## src/hw/bst_pkg.sv

```systemverilog
// Purpose: Constants and types for the boundary-scan test port
// Assumes: Ten-bit instruction register, 32-bit identification and signature
// Notes:   Identification fields are arbitrary neutral values
package bst_pkg;
   localparam int IR_LEN  = 10;
   localparam int DR_LEN  = 32;
   localparam int BSR_LEN = 480;
   localparam int USR_LEN = 7;

   localparam logic [9:0] IR_CAPTURE   = 10'h001;
   localparam logic [9:0] IR_EXTEST    = 10'h000;
   localparam logic [9:0] IR_CFG_LOAD  = 10'h002;
   localparam logic [9:0] IR_CFG_START = 10'h003;
   localparam logic [9:0] IR_SAMPLE    = 10'h005;
   localparam logic [9:0] IR_IDCODE    = 10'h006;
   localparam logic [9:0] IR_USERCODE  = 10'h007;
   localparam logic [9:0] IR_BYPASS    = 10'h3FF;

   // Arbitrary identification values
   localparam logic [3:0]  ID_VERSION = 4'h1;
   localparam logic [15:0] ID_PART    = 16'h5A3C;
   localparam logic [10:0] ID_MFR     = 11'h2B5;
   localparam logic [31:0] ID_VALUE   = {ID_VERSION, ID_PART, ID_MFR, 1'b1};
   // Arbitrary maker-fixed part of the user signature
   localparam logic [24:0] USER_FIXED = 25'h155_AAAA;

   // Pull-up level of an open test input
   localparam logic [2:0] SYNC_PULLUP = 3'h7;

   typedef enum logic [3:0] {
      TLR, RTI, SEL_DR, CAP_DR, SH_DR, EX1_DR, PA_DR, EX2_DR, UPD_DR,
      SEL_IR, CAP_IR, SH_IR, EX1_IR, PA_IR, EX2_IR, UPD_IR
   } bst_tap_t;
endpackage

```

## src/hw/bst_bsr.sv

```systemverilog
// Purpose: Boundary register: capture, shift and update stages
// Assumes: Strobes are one-cycle pulses on clk
// Notes:   Update stage clears to zero at reset
`timescale 1ns/1ps
module bst_bsr #(
   parameter int LEN = bst_pkg::BSR_LEN
) (
   input  wire logic           clk,
   input  wire logic           nrst,
   input  wire logic           cap,
   input  wire logic           sh,
   input  wire logic           upd,
   input  wire logic           si,
   input  wire logic [LEN-1:0] pin_in,
   output logic                so,
   output logic      [LEN-1:0] upd_q
);
   typedef struct packed {
      logic [LEN-1:0] sr;
      logic [LEN-1:0] upd;
   } bst_bsr_t;

   bst_bsr_t s_q;
   bst_bsr_t s_d;

   always_comb begin
      s_d = s_q;
      if (cap) begin
         s_d.sr = pin_in;
      end else if (sh) begin
         s_d.sr = {si, s_q.sr[LEN-1:1]};
      end
      if (upd) begin
         s_d.upd = s_q.sr;
      end
   end

   always_ff @(posedge clk or negedge nrst) begin
      if (!nrst) begin
         s_q <= '0;
      end else begin
         s_q <= s_d;
      end
   end

   assign so    = s_q.sr[0];
   assign upd_q = s_q.upd;
endmodule // bst_bsr

```

## src/hw/bst_tap.sv

```systemverilog
// Purpose: Boundary-scan test access port with configuration instructions
// Assumes: TCK far slower than clk; sampled through three flip-flops
// Notes:   Update actions happen on the rising TCK edge leaving Update
`timescale 1ns/1ps
module bst_tap #(
   parameter int                      BSR_LEN   = bst_pkg::BSR_LEN,
   parameter logic [bst_pkg::USR_LEN-1:0] USER_BITS = 7'h00
) (
   input  wire logic               clk,
   input  wire logic               nrst,
   input  wire logic               tck,
   input  wire logic               tms,
   input  wire logic               tdi,
   input  wire logic               pwr_ok,
   input  wire logic               cfg_busy,
   input  wire logic [BSR_LEN-1:0] pin_in,
   input  wire logic [BSR_LEN-1:0] core_out,
   output logic                    tdo,
   output logic                    tdo_oe_n,
   output logic                    pins_hiz,
   output logic      [BSR_LEN-1:0] pin_out,
   output logic                    cfg_bit,
   output logic                    cfg_stb,
   output logic                    cfg_start
);
   typedef struct packed {
      logic [2:0]         tck_s;
      logic [2:0]         tms_s;
      logic [2:0]         tdi_s;
      logic               tck_lvl;
      logic               tms_lvl;
      logic               tdi_lvl;
      bst_pkg::bst_tap_t  st;
      logic [9:0]         ir_sr;
      logic [9:0]         ir_q;
      logic [31:0]        dr_sr;
      logic               tdo;
      logic               tdo_oe_n;
      logic               hiz;
      logic [BSR_LEN-1:0] pout;
      logic               cfg_bit;
      logic               cfg_stb;
      logic               cfg_start;
   } bst_tap_state_t;

   bst_tap_state_t s_q;
   bst_tap_state_t s_d;

   logic rise;
   logic fall;
   logic tms_v;
   logic tdi_v;
   logic bsr_sel;
   logic dr32_sel;
   logic ext_act;
   logic bsr_so;
   logic [BSR_LEN-1:0] bsr_upd;

   ////////////////////////////////////////////////////////////////////////////
   // Controller next state
   function automatic bst_pkg::bst_tap_t tap_next(bst_pkg::bst_tap_t st, logic m);
      unique case (st)
         bst_pkg::TLR:    tap_next = m ? bst_pkg::TLR    : bst_pkg::RTI;
         bst_pkg::RTI:    tap_next = m ? bst_pkg::SEL_DR : bst_pkg::RTI;
         bst_pkg::SEL_DR: tap_next = m ? bst_pkg::SEL_IR : bst_pkg::CAP_DR;
         bst_pkg::CAP_DR: tap_next = m ? bst_pkg::EX1_DR : bst_pkg::SH_DR;
         bst_pkg::SH_DR:  tap_next = m ? bst_pkg::EX1_DR : bst_pkg::SH_DR;
         bst_pkg::EX1_DR: tap_next = m ? bst_pkg::UPD_DR : bst_pkg::PA_DR;
         bst_pkg::PA_DR:  tap_next = m ? bst_pkg::EX2_DR : bst_pkg::PA_DR;
         bst_pkg::EX2_DR: tap_next = m ? bst_pkg::UPD_DR : bst_pkg::SH_DR;
         bst_pkg::UPD_DR: tap_next = m ? bst_pkg::SEL_DR : bst_pkg::RTI;
         bst_pkg::SEL_IR: tap_next = m ? bst_pkg::TLR    : bst_pkg::CAP_IR;
         bst_pkg::CAP_IR: tap_next = m ? bst_pkg::EX1_IR : bst_pkg::SH_IR;
         bst_pkg::SH_IR:  tap_next = m ? bst_pkg::EX1_IR : bst_pkg::SH_IR;
         bst_pkg::EX1_IR: tap_next = m ? bst_pkg::UPD_IR : bst_pkg::PA_IR;
         bst_pkg::PA_IR:  tap_next = m ? bst_pkg::EX2_IR : bst_pkg::PA_IR;
         bst_pkg::EX2_IR: tap_next = m ? bst_pkg::UPD_IR : bst_pkg::SH_IR;
         bst_pkg::UPD_IR: tap_next = m ? bst_pkg::SEL_DR : bst_pkg::RTI;
      endcase
   endfunction

   function automatic logic [31:0] dr_capture(logic [9:0] ir);
      if (ir == bst_pkg::IR_IDCODE) begin
         dr_capture = bst_pkg::ID_VALUE;
      end else if (ir == bst_pkg::IR_USERCODE) begin
         dr_capture = {bst_pkg::USER_FIXED, USER_BITS};
      end else begin
         dr_capture = 32'h0000_0000;
      end
   endfunction

   ////////////////////////////////////////////////////////////////////////////
   // Edge detection and path selection
   assign rise  = (s_q.tck_s[1] == s_q.tck_s[2]) && s_q.tck_s[2] && !s_q.tck_lvl;
   assign fall  = (s_q.tck_s[1] == s_q.tck_s[2]) && !s_q.tck_s[2] && s_q.tck_lvl;
   assign tms_v = s_q.tms_lvl;
   assign tdi_v = s_q.tdi_lvl;
   assign bsr_sel  = (s_q.ir_q == bst_pkg::IR_EXTEST || s_q.ir_q == bst_pkg::IR_SAMPLE)
                     && !cfg_busy;
   assign dr32_sel = s_q.ir_q == bst_pkg::IR_IDCODE || s_q.ir_q == bst_pkg::IR_USERCODE;
   assign ext_act  = s_q.ir_q == bst_pkg::IR_EXTEST && !cfg_busy;

   bst_bsr #(
      .LEN (BSR_LEN)
   ) u_bsr (
      .clk    (clk),
      .nrst   (nrst),
      .cap    (rise && s_q.st == bst_pkg::CAP_DR && bsr_sel),
      .sh     (rise && s_q.st == bst_pkg::SH_DR && bsr_sel),
      .upd    (rise && s_q.st == bst_pkg::UPD_DR && bsr_sel),
      .si     (tdi_v),
      .pin_in (pin_in),
      .so     (bsr_so),
      .upd_q  (bsr_upd)
   );

   ////////////////////////////////////////////////////////////////////////////
   // Next state
   always_comb begin
      s_d           = s_q;
      s_d.tck_s     = {s_q.tck_s[1:0], tck};
      s_d.tms_s     = {s_q.tms_s[1:0], tms};
      s_d.tdi_s     = {s_q.tdi_s[1:0], tdi};
      s_d.cfg_stb   = 1'b0;
      s_d.cfg_start = 1'b0;
      if (s_q.tck_s[1] == s_q.tck_s[2]) begin
         s_d.tck_lvl = s_q.tck_s[2];
      end
      // Mode and data levels settle once stages two and three agree
      if (s_q.tms_s[1] == s_q.tms_s[2]) begin
         s_d.tms_lvl = s_q.tms_s[2];
      end
      if (s_q.tdi_s[1] == s_q.tdi_s[2]) begin
         s_d.tdi_lvl = s_q.tdi_s[2];
      end
      if (rise) begin
         s_d.st = tap_next(s_q.st, tms_v);
         unique case (s_q.st)
            bst_pkg::CAP_IR: s_d.ir_sr = bst_pkg::IR_CAPTURE;
            bst_pkg::SH_IR:  s_d.ir_sr = {tdi_v, s_q.ir_sr[9:1]};
            bst_pkg::UPD_IR: s_d.ir_q  = s_q.ir_sr;
            bst_pkg::CAP_DR: s_d.dr_sr = dr_capture(s_q.ir_q);
            bst_pkg::SH_DR: begin
               if (dr32_sel) begin
                  s_d.dr_sr = {tdi_v, s_q.dr_sr[31:1]};
               end else begin
                  s_d.dr_sr = {s_q.dr_sr[31:1], tdi_v};
               end
               if (s_q.ir_q == bst_pkg::IR_CFG_LOAD) begin
                  s_d.cfg_bit = tdi_v;
                  s_d.cfg_stb = 1'b1;
               end
            end
            bst_pkg::UPD_DR: s_d.cfg_start = s_q.ir_q == bst_pkg::IR_CFG_START;
            default: ;
         endcase
      end
      if (s_d.st == bst_pkg::TLR) begin
         s_d.ir_q = bst_pkg::IR_IDCODE;
      end
      if (fall) begin
         s_d.tdo_oe_n = !(s_q.st == bst_pkg::SH_DR || s_q.st == bst_pkg::SH_IR);
         if (s_q.st == bst_pkg::SH_IR) begin
            s_d.tdo = s_q.ir_sr[0];
         end else if (bsr_sel) begin
            s_d.tdo = bsr_so;
         end else begin
            s_d.tdo = s_q.dr_sr[0];
         end
      end
      s_d.hiz  = !pwr_ok;
      s_d.pout = ext_act ? bsr_upd : core_out;
   end

   always_ff @(posedge clk or negedge nrst) begin
      if (!nrst) begin
         s_q          <= '0;
         s_q.tms_s    <= bst_pkg::SYNC_PULLUP;
         s_q.tdi_s    <= bst_pkg::SYNC_PULLUP;
         s_q.tms_lvl  <= 1'b1;
         s_q.tdi_lvl  <= 1'b1;
         s_q.ir_q     <= bst_pkg::IR_IDCODE;
         s_q.tdo_oe_n <= 1'b1;
         s_q.hiz      <= 1'b1;
      end else begin
         s_q <= s_d;
      end
   end

   assign tdo       = s_q.tdo;
   assign tdo_oe_n  = s_q.tdo_oe_n;
   assign pins_hiz  = s_q.hiz;
   assign pin_out   = s_q.pout;
   assign cfg_bit   = s_q.cfg_bit;
   assign cfg_stb   = s_q.cfg_stb;
   assign cfg_start = s_q.cfg_start;
endmodule // bst_tap

```

## config.mk

```make
export PLATFORM = sky130hd
export DESIGN_NAME = bst_tap
export DESIGN_NICKNAME = d
export VERILOG_FILES = /design/src/hw/bst_pkg.sv /design/src/hw/bst_bsr.sv /design/src/hw/bst_tap.sv
export SDC_FILE = /design/constraint.sdc
export NUM_CORES = 2
export LEC_CHECK = 0
export BUFFER_PORTS_ARGS = -buffer_cell sky130_fd_sc_hd__clkbuf_2
export CAP_MARGIN = 10
export CORE_AREA = 2 2 569 571
export CTS_CLUSTER_SIZE = 16
export DETAILED_ROUTE_END_ITERATION = 12
export DIE_AREA = 0 0 571 573
export GPL_ROUTABILITY_DRIVEN = 0
export PLACE_DENSITY = 0.37
export SETUP_SLACK_MARGIN = 0.3
export SYNTH_ARGS = -nofsm -noshare
export SYNTH_HDL_FRONTEND = slang
export SYNTH_SLANG_ARGS = --single-unit
```

## constraint.sdc

```tcl
create_clock -name clk -period 2.8 [get_ports clk]
set_input_delay 0.42 -clock clk [delete_from_list [all_inputs] [get_ports clk]]
set_output_delay 0.42 -clock clk [all_outputs]
set_load 0.005 [all_outputs]
```

==> metrics.md <==
| Metric | Value |
|---|---|
| Run status | `finished, final reports clean` |
| Cells after Synth | `4975` |
| Critical Path Fanout Max | `89` |
| Setup WS pre-CTS | `0.196 ns` |
| WS Path Type | `reg2reg` |
| Synth Area per Inst | `12.7 um^2` |
| Met1 WL | `120000 um` |
| Layout cells sized above 1 | `41.6%` |
| Drc violations | `0` |
| Total Wirelength | `288000 um` |
| Final WS setup | `0.257 ns` |
| Die ar. | `0.327 mm^2` |
| Site Rows | `208` |
| Maximum vdd drop | `0.000411 V` |
| Die width | `571 um` |
| Startpoint Class | `flop` |
| TNS Setup | `0 ns` |
| Sequential element share of the synthesized area | `59.9%` |
| Clk Latency, worst-skew pair | `0.86 ns` |
| MaxCap Viol Count | `0` |
| Synthesized net count | `5944` |
| Clk buf depth | `4` |
| Vias in the first global route | `50000` |
| Met2 wire len | `139000 um` |
| Worst-path clk slew | `0.06 ns` |
| Largest net degree at the start of global routing | `102` |
| Placed cells | `10100` |
| Final Hold Vio Count | `0` |
| Lkg Pwr | `41.8 nW` |
| Yosys cell types | `46` |
| Core Region | `0.320 mm^2` |
| Metal3 WL | `18200 um` |
| Vias per cell | `4.05` |
| Ys async rst share | `100%` |
| GRT Total Usage | `16.7%` |
| Unrepaired setup endpoints after global routing | `yes` |
| Clock skew after layout | `0.0750 ns` |
| Mapped Area | `0.0632 mm^2` |
| Pwr/cell area | `577 mW/mm^2` |
| Max-Slew Margin vs Limit | `34.6%` |
| Main synth FF type | `dfrtp_1` |
| Post-synth EDFFs | `0` |
| CTS Root Cell | `clkbuf_16` |
| Nets | `7968` |
| Seq cells post-synth | `1514` |
| Initial DRC Count | `2646` |
| Final period util | `90.8%` |
| Worst EP arrival | `3.26 ns` |
| Post-route non-filler standard cell count | `11500` |
| Overall power | `51.9 mW` |
| Initial Util | `19.7%` |
| Worst hold slack | `0.0634 ns` |
| Tightest Pin Transition | `0.981 ns` |
| Max Freq | `0.393 GHz` |
| Pre-Repair DR Iteration Count | `5` |
| DRT antenna net count | `0` |
| Die extent in y | `573 um` |
| HP Class | `in2reg` |
| Max Slew Vio Count | `0` |
| Area grow syn2layout | `42.4%` |
| HPWL after DPL | `210000 um` |
| H-Tree Depth | `4` |
| CTS Buf Count | `188` |
| First-pass GRT wire length | `389000 um` |
| Final setup viols | `0` |
| GR Overflow Total | `0` |
| IO buf count | `1452` |
| Clk sinks | `1514` |
| Data required, critical path | `3.51 ns` |
| Most frequent cells in the layout | `dfrtp_1 (1501), clkbuf_2 (1451), dlygate4sd3_1 (951), mux2_2 (759), nand2_1 (541)` |
| I/O pin count | `1453` |
| Warnings, synthesis | `0` |
| CTS tree | `yes` |
| Top routing layer used | `met5` |
| CP endpoint kind | `flop` |
| Tmin final | `2.54 ns` |
| Most common library cell in the layout ignoring fill and taps | `dfrtp_1` |
| Drt wl/cell | `25.0 um` |
| Vias post-DR | `46500` |
| Initial antenna violation count | `80` |
[cells in the mapped netlist, types with 30 or more instances]
master    count  share of area (%)
a21oi_1      33               0.26
buf_2       132                1.0
buf_4       488                5.8
buf_6        30               0.53
clkbuf_1    167               0.99
dfrtp_1    1502                 59
mux2_2      761                 14
mux2_4      200                4.7
nand2_1     541                3.2
o21ai_0     459                3.6
o21ai_1      71               0.56
o22ai_1     482                4.8
[cells by family after synthesis]
group                    after synthesis  synth area share (%)
buffers and inverters                827                  8.42
AO/OA/AOI/OAI                       1066                  9.49
AND/OR/NAND/NOR                      600                  3.74
multiplexers                         962                  18.3
XOR/XNOR                               2                0.0277
flip-flops                          1514                  59.9
adder cells (fa/ha/maj)                4                0.0712
[repair_timing]
action                     4_1_cts  5_1_grt
hold endpoints to repair      1071        0
gates resized for setup          7       54
cloned                           6       25
pin swaps                        3        4
setup buffers                   12       10
hold buffers                   951        0
setup endpoints to repair      355      911
[flip-flops by register name, indices dropped and copies added, names as in the netlist]
signal and count:
pin_out 480, u_bsr.upd_q 480, u_bsr.s_q 479, s_q 60, s_d 6, cfg_bit 1
cfg_start 1, cfg_stb 1, pins_hiz 1, tdi_v 1, tdo 1, tdo_oe_n 1
tms_v 1, u_bsr.so 1
[per-layer routing]
| metal | vias up | global-route usage [%] |
|---|---|---|
| met5 | - | 0 |
| li1 | 21200 | - |
| met3 | 353 | 3.69 |
| met4 | 12 | 5.62 |
| met1 | 23500 | 20.7 |
| met2 | 1442 | 28.3 |
[through the flow]
| stage | util, % | instance area (um^2) |
|---|---|---|
| 6_report | 28.1 | 90000 |
| 2_1_floorplan | - | 63200 |
| 4_1_cts | 27.8 | 89000 |
| 3_5_place_dp | 22.8 | 73100 |
| 3_3_place_gp | 22.8 | 73100 |
| 5_1_grt | 28.1 | 90000 |
[layout make-up]
cell class                      count  area (um^2)
Antenna cell                       59          148
Clock buffer                      271         5390
Clock inverter                     57          654
Fill cell                       33500       230000
Inverter                            5         18.8
Multi-Input combinational cell   2634        20100
Sequential cell                  1514        37900
Tap cell                         4305         5390
Timing Repair Buffer             2656        20500
[report_power, final]
| group | switching (mW) | internal, mW |
|---|---|---|
| clock | 10.3 | 14.0 |
| combinational | 2.38 | 2.29 |
| sequential | 0.411 | 22.5 |
| total | 13.1 | 38.8 |
[critical path, stage by stage, from the launching register on]
cell,delay (ns)
dfrtp_1,0.38
or4_4,0.54
nand4bb_1,0.20
buf_4,0.16
or2_4,0.32
buf_12,0.22
mux2_2,0.42
[path summary, 6_finish.rpt]
path / depth (start not counted) / startpoint / slack [ns] / endpoint
max: 6 / s_q[525]$_DFFE_PN0P_ / 0.26 / u_bsr.upd_q[105]$_DFFE_PN0P_
min: 3 / pin_in[100] / 0.06 / u_bsr.s_q[580]$_DFFE_PN0P_
max reg2reg: 6 / s_q[525]$_DFFE_PN0P_ / 0.26 / u_bsr.upd_q[105]$_DFFE_PN0P_
min reg2reg: 0 / s_d[552]$_DFF_PN0_ / 0.35 / s_d[553]$_DFF_PN0_
max in group asynchronous: 3 / nrst / 1.44 / pins_hiz$_DFF_PN1_
min in group asynchronous: 2 / nrst / 0.35 / pin_out[274]$_DFF_PN0_
(Power assumes the default switching activity.)
